[src/include/dio_port_defines.svh]
// constants of the bytewise digital io port
`ifndef DIO_PORT_DEFINES_SVH
`define DIO_PORT_DEFINES_SVH

`define DIO_WIDTH 32
`define DIO_LANES 4
`define DIO_LANE_W 8
`define DIO_REG_W 64

// field positions
`define LANE_DIR_LSB 0
`define LINE_STD_BIT 0
`define SRC_SEL_LSB 0
`define SRC_SEL_W 6

// selector encodings
`define LINE_STD_CMOS 1'b0
`define LINE_STD_LVDS 1'b1
`define MODE_MANUAL 6'h00
`define MODE_SEQ_FIRST 6'h30
`define MODE_SEQ_LAST 6'h33

// reset values
`define LANE_DIR_RESET 4'h0
`define LINE_STD_RESET 1'b0
`define SRC_SEL_RESET 6'h00
`define DRIVEN_RESET 32'h0000_0000

`endif

[src/include/dio_port_pkg.sv]
// types of the bytewise digital io port
package dio_port_pkg;

   typedef enum logic [4:0] {
      SRC_MANUAL = 5'b00001,
      SRC_SEQ1 = 5'b00010,
      SRC_SEQ2 = 5'b00100,
      SRC_SEQ3 = 5'b01000,
      SRC_SEQ4 = 5'b10000
   } out_source_e;

   typedef struct packed {
      logic lane_dir_we;
      logic line_std_we;
      logic src_sel_we;
      logic driven_we;
      logic [63:0] wdata;
   } reg_write_s;

   typedef struct packed {
      logic [63:0] lane_dir;
      logic [63:0] sampled;
      logic [63:0] line_std;
      logic [63:0] src_sel;
      logic [63:0] driven;
   } reg_read_s;

   typedef struct packed {
      logic [31:0] seq4;
      logic [31:0] seq3;
      logic [31:0] seq2;
      logic [31:0] seq1;
   } seq_values_s;

endpackage

[src/design/out_source_mux.sv]
// registered selection of the port output value
`timescale 1ns/1ps
`include "dio_port_defines.svh"

module out_source_mux (
   input wire logic clk_i,
   input wire logic rst_n_i,
   input wire dio_port_pkg::out_source_e source_i,
   input wire logic [`DIO_WIDTH-1:0] manual_i,
   input wire dio_port_pkg::seq_values_s seq_i,
   output logic [`DIO_WIDTH-1:0] value_o
);

   always_ff @(posedge clk_i or negedge rst_n_i) begin
      if (!rst_n_i) begin
         value_o <= `DRIVEN_RESET;
      end else begin
         unique case (source_i)
            dio_port_pkg::SRC_MANUAL: value_o <= manual_i;
            dio_port_pkg::SRC_SEQ1: value_o <= seq_i.seq1;
            dio_port_pkg::SRC_SEQ2: value_o <= seq_i.seq2;
            dio_port_pkg::SRC_SEQ3: value_o <= seq_i.seq3;
            dio_port_pkg::SRC_SEQ4: value_o <= seq_i.seq4;
            default: value_o <= manual_i;
         endcase
      end
   end

endmodule

[src/design/bytewise_dio_port.sv]
// bytewise digital io port: lane direction, sampling, output source and line standard
`timescale 1ns/1ps
`include "dio_port_defines.svh"

module bytewise_dio_port #(
   parameter int LANES = `DIO_LANES,
   parameter int LANE_W = `DIO_LANE_W
) (
   // clock and reset
   input wire logic SYS_CLK_I,
   input wire logic RST_N_I,
   // register access
   input wire dio_port_pkg::reg_write_s REG_WR_I,
   output dio_port_pkg::reg_read_s REG_RD_O,
   // channel sequencer output values
   input wire dio_port_pkg::seq_values_s SEQ_I,
   // digital lines
   input wire logic [`DIO_WIDTH-1:0] DIO_I,
   output logic [`DIO_WIDTH-1:0] DIO_O,
   output logic [`DIO_WIDTH-1:0] DIO_OE_N_O,
   // pad line standard
   output logic LINE_STD_O
);

   // elaboration-time refusal of lane layouts the logic cannot serve
   if (LANES * LANE_W != `DIO_WIDTH || LANES != `DIO_LANES) begin
      $error("lane layout must cover the 32-bit port as four bytes");
   end

   logic [LANES-1:0] lane_dir_reg;
   logic line_std_reg;
   logic [`SRC_SEL_W-1:0] src_sel_reg;
   dio_port_pkg::out_source_e src_reg;
   logic [`DIO_WIDTH-1:0] driven_reg;
   logic [`DIO_WIDTH-1:0] sampled_reg;
   logic [`DIO_WIDTH-1:0] oe_n_reg;
   logic [`DIO_WIDTH-1:0] port_value;
   logic [`SRC_SEL_W-1:0] src_sel_next;

   // expand one bit per lane to one bit per line
   function automatic logic [`DIO_WIDTH-1:0] lane_mask(input logic [LANES-1:0] dir);
      logic [`DIO_WIDTH-1:0] m;
      m = '0;
      for (int l = 0; l < LANES; l++) begin
         m[l*LANE_W +: LANE_W] = {LANE_W{dir[l]}};
      end
      return m;
   endfunction

   // documented mode value check
   function automatic logic mode_valid(input logic [63:0] v);
      return (v == 64'({`MODE_MANUAL})) ||
             (v >= 64'({`MODE_SEQ_FIRST}) && v <= 64'({`MODE_SEQ_LAST}));
   endfunction

   // mode value to output source
   function automatic dio_port_pkg::out_source_e mode_source(input logic [`SRC_SEL_W-1:0] v);
      dio_port_pkg::out_source_e s;
      s = dio_port_pkg::SRC_MANUAL;
      if (v == `MODE_SEQ_FIRST) s = dio_port_pkg::SRC_SEQ1;
      if (v == `MODE_SEQ_FIRST + 6'h01) s = dio_port_pkg::SRC_SEQ2;
      if (v == `MODE_SEQ_FIRST + 6'h02) s = dio_port_pkg::SRC_SEQ3;
      if (v == `MODE_SEQ_LAST) s = dio_port_pkg::SRC_SEQ4;
      return s;
   endfunction

   assign src_sel_next = REG_WR_I.wdata[`SRC_SEL_LSB +: `SRC_SEL_W];

   // direction register
   always_ff @(posedge SYS_CLK_I or negedge RST_N_I) begin
      if (!RST_N_I) begin
         lane_dir_reg <= `LANE_DIR_RESET;
      end else if (REG_WR_I.lane_dir_we) begin
         lane_dir_reg <= REG_WR_I.wdata[`LANE_DIR_LSB +: LANES];
      end
   end

   // line standard register
   always_ff @(posedge SYS_CLK_I or negedge RST_N_I) begin
      if (!RST_N_I) begin
         line_std_reg <= `LINE_STD_RESET;
      end else if (REG_WR_I.line_std_we) begin
         line_std_reg <= REG_WR_I.wdata[`LINE_STD_BIT];
      end
   end

   // mode register; bad values leave everything as it was
   always_ff @(posedge SYS_CLK_I or negedge RST_N_I) begin
      if (!RST_N_I) begin
         src_sel_reg <= `SRC_SEL_RESET;
         src_reg <= dio_port_pkg::SRC_MANUAL;
      end else if (REG_WR_I.src_sel_we && mode_valid(REG_WR_I.wdata)) begin
         src_sel_reg <= src_sel_next;
         src_reg <= mode_source(src_sel_next);
      end
   end

   // manual output value
   always_ff @(posedge SYS_CLK_I or negedge RST_N_I) begin
      if (!RST_N_I) begin
         driven_reg <= `DRIVEN_RESET;
      end else if (REG_WR_I.driven_we) begin
         driven_reg <= REG_WR_I.wdata[`DIO_WIDTH-1:0];
      end
   end

   // input sampling, driven lanes read as zero
   always_ff @(posedge SYS_CLK_I or negedge RST_N_I) begin
      if (!RST_N_I) begin
         sampled_reg <= '0;
      end else begin
         sampled_reg <= DIO_I & ~lane_mask(lane_dir_reg);
      end
   end

   // pin enables, low while driving
   always_ff @(posedge SYS_CLK_I or negedge RST_N_I) begin
      if (!RST_N_I) begin
         oe_n_reg <= '1;
      end else begin
         oe_n_reg <= ~lane_mask(lane_dir_reg);
      end
   end

   out_source_mux u_src_mux (
      .clk_i(SYS_CLK_I),
      .rst_n_i(RST_N_I),
      .source_i(src_reg),
      .manual_i(driven_reg),
      .seq_i(SEQ_I),
      .value_o(port_value)
   );

   assign DIO_O = port_value;
   assign DIO_OE_N_O = oe_n_reg;
   assign LINE_STD_O = line_std_reg;

   // one driver for the whole read struct
   assign REG_RD_O = '{lane_dir: 64'(lane_dir_reg), sampled: 64'(sampled_reg), line_std: 64'(line_std_reg),
                       src_sel: 64'(src_sel_reg), driven: 64'(driven_reg)};
endmodule

[config.mk]
export PLATFORM = sky130hd
export DESIGN_NAME = bytewise_dio_port
export DESIGN_NICKNAME = d
export VERILOG_FILES = /design/src/include/dio_port_pkg.sv /design/src/design/out_source_mux.sv /design/src/design/bytewise_dio_port.sv
export VERILOG_INCLUDE_DIRS = /design/src /design/src/include
export SDC_FILE = /design/constraint.sdc
export NUM_CORES = 1
export LEC_CHECK = 0
export BUFFER_PORTS_ARGS = -buffer_cell sky130_fd_sc_hd__buf_4
export CAP_MARGIN = 20
export CORE_AREA = 3 3 241 243
export DETAILED_ROUTE_END_ITERATION = 16
export DIE_AREA = 0 0 244 246
export GPL_ROUTABILITY_DRIVEN = 1
export PLACE_DENSITY = 0.31
export SETUP_SLACK_MARGIN = 0.02
export SYNTH_ARGS = -nofsm -noshare
export SYNTH_HDL_FRONTEND = slang
export SYNTH_SLANG_ARGS = --single-unit
[constraint.sdc]
create_clock -name SYS_CLK_I -period 2.1 [get_ports SYS_CLK_I]
set_input_delay 0.105 -clock SYS_CLK_I [delete_from_list [all_inputs] [get_ports SYS_CLK_I]]
set_output_delay 0.105 -clock SYS_CLK_I [all_outputs]
set_load 0.05 [all_outputs]
==> run_results.csv <==
group,metric,value,unit
timing,worst_slew_pin_slew,612,ps
clock_tree,cts_tree,"built",
global_routing,pin_count_of_the_biggest_net_entering_global_routing,56,
power_and_ir_drop,intPower,5.13,mW
place,place_worst_setup_slack,-769,ps
clock_tree,cts.reportedPaths.clkPinSlew,60,ps
timing,timing.fmax,491,MHz
power_and_ir_drop,pwr-share-clk,34.3,%
power_and_ir_drop,peakVddDrop,0.000615,V
setup_path,arrival_time_at_the_worst_endpoint,2380,ps
setup_path,required_time_of_the_critical_path,2440,ps
timing,grt_setup_unrepaired,"false",
global_routing,globalRouteOverflowTotal,0,
floorplan,fp.dieArea,60000,um^2
timing,layout_setup_ws,64.7,ps
global_routing,via_count_of_the_first_global_routing_pass,6597,
setup_path,worst_setup_path_startpoint,"REG_WR_I[5]",
floorplan,num_io_pins,615,
synth,yosys_warnings,0,
global_routing,grt_antenna_before_repair,2,
timing,layout_min_cycle_time,2040,ps
floorplan,die_x,244,um
cells_and_area,layout-area-overhead-vs-synth,77.5,%
synth,synthDistinctLibCells,29,
timing,hold_violations,0,
cells_and_area,num-nets-final,1453,
routing,drt_first_pass_iters,4,
power_and_ir_drop,flop_pwr_share,29.3,%
timing,timing.final.setup_violations,0,
place,dpl_hpwl,25.3,mm
synth,post_synthesis_sequential_area_ratio,42.2,%
routing,detail_route.wirelength,34.8,mm
cells_and_area,drive_above_1_share,39.6,%
power_and_ir_drop,total_power,8.81,mW
timing,slew_violations,0,
floorplan,std_cell_rows,87,
clock_tree,cts_root_buf,"sky130_fd_sc_hd__clkbuf_16",
power_and_ir_drop,swShare,41.8,%
routing,detail_route.wl_per_cell,17.5,um
setup_path,reg2reg_slack,90,ps
place,dpl.cell_count,1771,
place,place_area,9670,um^2
routing,detailedRoute.firstIterationViolations,187,
place,place.port_buffers,369,
cells_and_area,finalInstanceArea,12200,um^2
floorplan,fp.dieH,246,um
synth,syn-instance-count,674,
routing,drc,0,
timing,timing.final.crit_share,96.9,%
setup_path,worst_r2r_startpoint,"src_reg[0]",
global_routing,wire_length_of_the_first_global_routing_pass,46.0,mm
synth,netlist_area,6890,um^2
floorplan,start_util,12.3,%
timing,worst_clock_skew,13.6,ps
clock_tree,cts-root-to-sink-buffers,2,
routing,routed-via-count,6373,
global_routing,globalRouteTotalUtil,10.8,%
setup_path,reg2reg_depth,7,
job,max-cap-violations,0,
clock_tree,clock_sinks,116,
clock_tree,number_of_buffers_created_by_cts,17,
setup_path,cp-start-kind,"input pin",
power_and_ir_drop,power_per_cell_area,720,nW/um^2
setup_path,timing_worst_setup_path_type,"input pin to register",
timing,final.hold.worst_slack,38.5,ps
routing,drt.antenna.violating_nets,0,
synth,synth_seq_cells,116,
clock_tree,cts_h_tree_depth,4,
power_and_ir_drop,combinational_cell_fraction_of_total_power,36.4,%
power_and_ir_drop,net-switching-power,3.68,mW
place,gpl.final_weighted_congestion,0.768,
min_path,hp-class,"input pin to register",
timing,maxSlewHeadroom,59.2,%
clock_tree,insertion_delay_to_the_later_sink_of_the_worst_skew_pair,470,ps
power_and_ir_drop,p_leak,5.77,nW
cells_and_area,layout.cells.non_filler,1993,
status,outcome,"finished clean",
setup_path,worst_setup_path_end_kind,"register",
routing,post_drt_via_cell_ratio,3.20,
setup_path,critical_path_peak_fanout,10,
setup_path,rr_endpoint,"u_src_mux.value_o[1]",
floorplan,design.core.area,56200,um^2
setup_path,critical_path.endpoint,"src_reg[4]",
synth,synthesized_area_per_cell,10.2,um^2
## synth_stat cells
cell / count / area share, %
sky130_fd_sc_hd__buf_4: 274 / 30
sky130_fd_sc_hd__dfrtp_1: 111 / 40
sky130_fd_sc_hd__a22oi_1: 64 / 7.0
sky130_fd_sc_hd__nor2_1: 37 / 2.0
sky130_fd_sc_hd__mux2_2: 33 / 5.4
sky130_fd_sc_hd__a31oi_1: 32 / 2.9
sky130_fd_sc_hd__nor2b_1: 32 / 2.9
sky130_fd_sc_hd__clkbuf_1: 20 / 1.1
sky130_fd_sc_hd__nor4_1: 12 / 1.1
sky130_fd_sc_hd__mux2_4: 8 / 1.7
sky130_fd_sc_hd__buf_1: 6 / 0.33
sky130_fd_sc_hd__nand2_1: 6 / 0.33
sky130_fd_sc_hd__dfstp_2: 5 / 1.9
sky130_fd_sc_hd__and3_1: 4 / 0.36
sky130_fd_sc_hd__inv_1: 4 / 0.22
sky130_fd_sc_hd__nand4_1: 4 / 0.36
sky130_fd_sc_hd__nor3_1: 4 / 0.29
sky130_fd_sc_hd__o21ai_0: 4 / 0.29
sky130_fd_sc_hd__or4_1: 3 / 0.33
sky130_fd_sc_hd__and2_1: 2 / 0.18
sky130_fd_sc_hd__a2111oi_2: 1 / 0.22
sky130_fd_sc_hd__buf_2: 1 / 0.073
sky130_fd_sc_hd__buf_6: 1 / 0.16
sky130_fd_sc_hd__conb_1: 1 / 0.054
sky130_fd_sc_hd__mux2_1: 1 / 0.16
sky130_fd_sc_hd__nor3b_1: 1 / 0.11
sky130_fd_sc_hd__nor4b_1: 1 / 0.13
sky130_fd_sc_hd__nor4bb_1: 1 / 0.15
sky130_fd_sc_hd__or3_1: 1 / 0.091
## power by group through the flow
| stage | clock network, mW | logic [mW] | registers (mW) |
|---|---|---|---|
| 2_1_floorplan | 0 | 1.74 | 3.24 |
| 3_3_place_gp | 0 | 2.94 | 2.63 |
| 3_5_place_dp | 0 | 2.93 | 2.63 |
| 4_1_cts | 3.18 | 3.23 | 2.59 |
| 5_1_grt | 3.25 | 3.35 | 2.61 |
| 6_report | 3.02 | 3.21 | 2.58 |
## metal layers
layer  vias up  GRT usage [%]  wire length [um]
li1       2894              -                 -
met1      3034           11.8             13300
met2       409           19.2             17600
met3        36           3.59              3090
met4         0           4.54               895
met5         -              0                 0
## cells in the final DEF (no fill, tap or decap), types with 2 or more instances in the layout
cell,n
sky130_fd_sc_hd__buf_4,392
sky130_fd_sc_hd__conb_1,245
sky130_fd_sc_hd__dlygate4sd3_1,185
sky130_fd_sc_hd__dfrtp_1,111
sky130_fd_sc_hd__a22oi_1,64
sky130_fd_sc_hd__nor2_1,37
sky130_fd_sc_hd__mux2_2,33
sky130_fd_sc_hd__a31oi_1,32
sky130_fd_sc_hd__nor2b_1,32
sky130_fd_sc_hd__clkbuf_16,19
sky130_fd_sc_hd__nor4_1,11
sky130_fd_sc_hd__mux2_4,8
sky130_fd_sc_hd__nand2_1,6
sky130_fd_sc_hd__buf_12,6
sky130_fd_sc_hd__dfstp_2,5
sky130_fd_sc_hd__clkinv_2,5
sky130_fd_sc_hd__inv_1,4
sky130_fd_sc_hd__o21ai_0,4
sky130_fd_sc_hd__nand4_1,4
sky130_fd_sc_hd__clkinvlp_4,4
sky130_fd_sc_hd__and3_2,3
sky130_fd_sc_hd__nor3_1,3
sky130_fd_sc_hd__or4_4,2
sky130_fd_sc_hd__and2_1,2
sky130_fd_sc_hd__bufinv_16,2
sky130_fd_sc_hd__inv_6,2
sky130_fd_sc_hd__buf_6,2
## area by class of cell
type | instances | area (um^2)
Clock buffer | 19 | 443
Inverter | 4 | 15.0
Timing Repair Buffer | 588 | 5010
Antenna cell | 1 | 2.50
Fill cell | 6173 | 43900
Multi-Input combinational cell | 496 | 2770
Sequential cell | 116 | 2910
Tap cell | 756 | 946
Clock inverter | 13 | 133
## through the flow
stage | util (%) | TNS [ps]
6_report | 21.8 | 0
5_1_grt | 21.8 | 0
4_1_cts | 21.6 | 0
3_5_place_dp | 17.2 | -8200
3_3_place_gp | 17.2 | -8490
2_1_floorplan | - | 0
## what timing repair did
action                     CTS  global route
resized for setup            2             5
setup endpoints to repair   11            17
pin swaps                    0             2
hold buffers               185             0
hold endpoints to repair   149             0
buffers inserted             0             2
gates cloned                 0             2
## logic make-up (layout without fill, tap and decap cells)
| kind of cell | Yosys count | count (layout) | share of synthesized area [%] |
|---|---|---|---|
| flip-flops | 116 | 116 | 42.2 |
| multiplexers | 42 | 42 | 7.30 |
| AND/OR/NAND/NOR | 108 | 108 | 8.33 |
| buffers and inverters | 306 | 624 | 31.7 |
| AO/OA/AOI/OAI | 101 | 101 | 10.4 |
| other | 1 | 246 | 0.0544 |
## worst min path at each step
stage / startpoint / endpoint / cells past startpoint
after CTS: SEQ_I[108] / u_src_mux.value_o[12] / 3
after global routing: SEQ_I[52] / u_src_mux.value_o[20] / 3
final: SEQ_I[108] / u_src_mux.value_o[12] / 3
after detailed placement: RST_N_I / u_src_mux.value_o[26] / 1
after floorplan: RST_N_I / LINE_STD_O / 0
after global placement: RST_N_I / u_src_mux.value_o[4] / 1
## worst max-delay path, stage by stage
cell	delay, ps
sky130_fd_sc_hd__dlygate4sd3_1	540
sky130_fd_sc_hd__buf_4	150
sky130_fd_sc_hd__or4_4	440
sky130_fd_sc_hd__a2111oi_4	380
sky130_fd_sc_hd__buf_4	170
sky130_fd_sc_hd__nand4_1	100
sky130_fd_sc_hd__buf_6	180
sky130_fd_sc_hd__mux2_1	310
(Power assumes the default switching activity.)
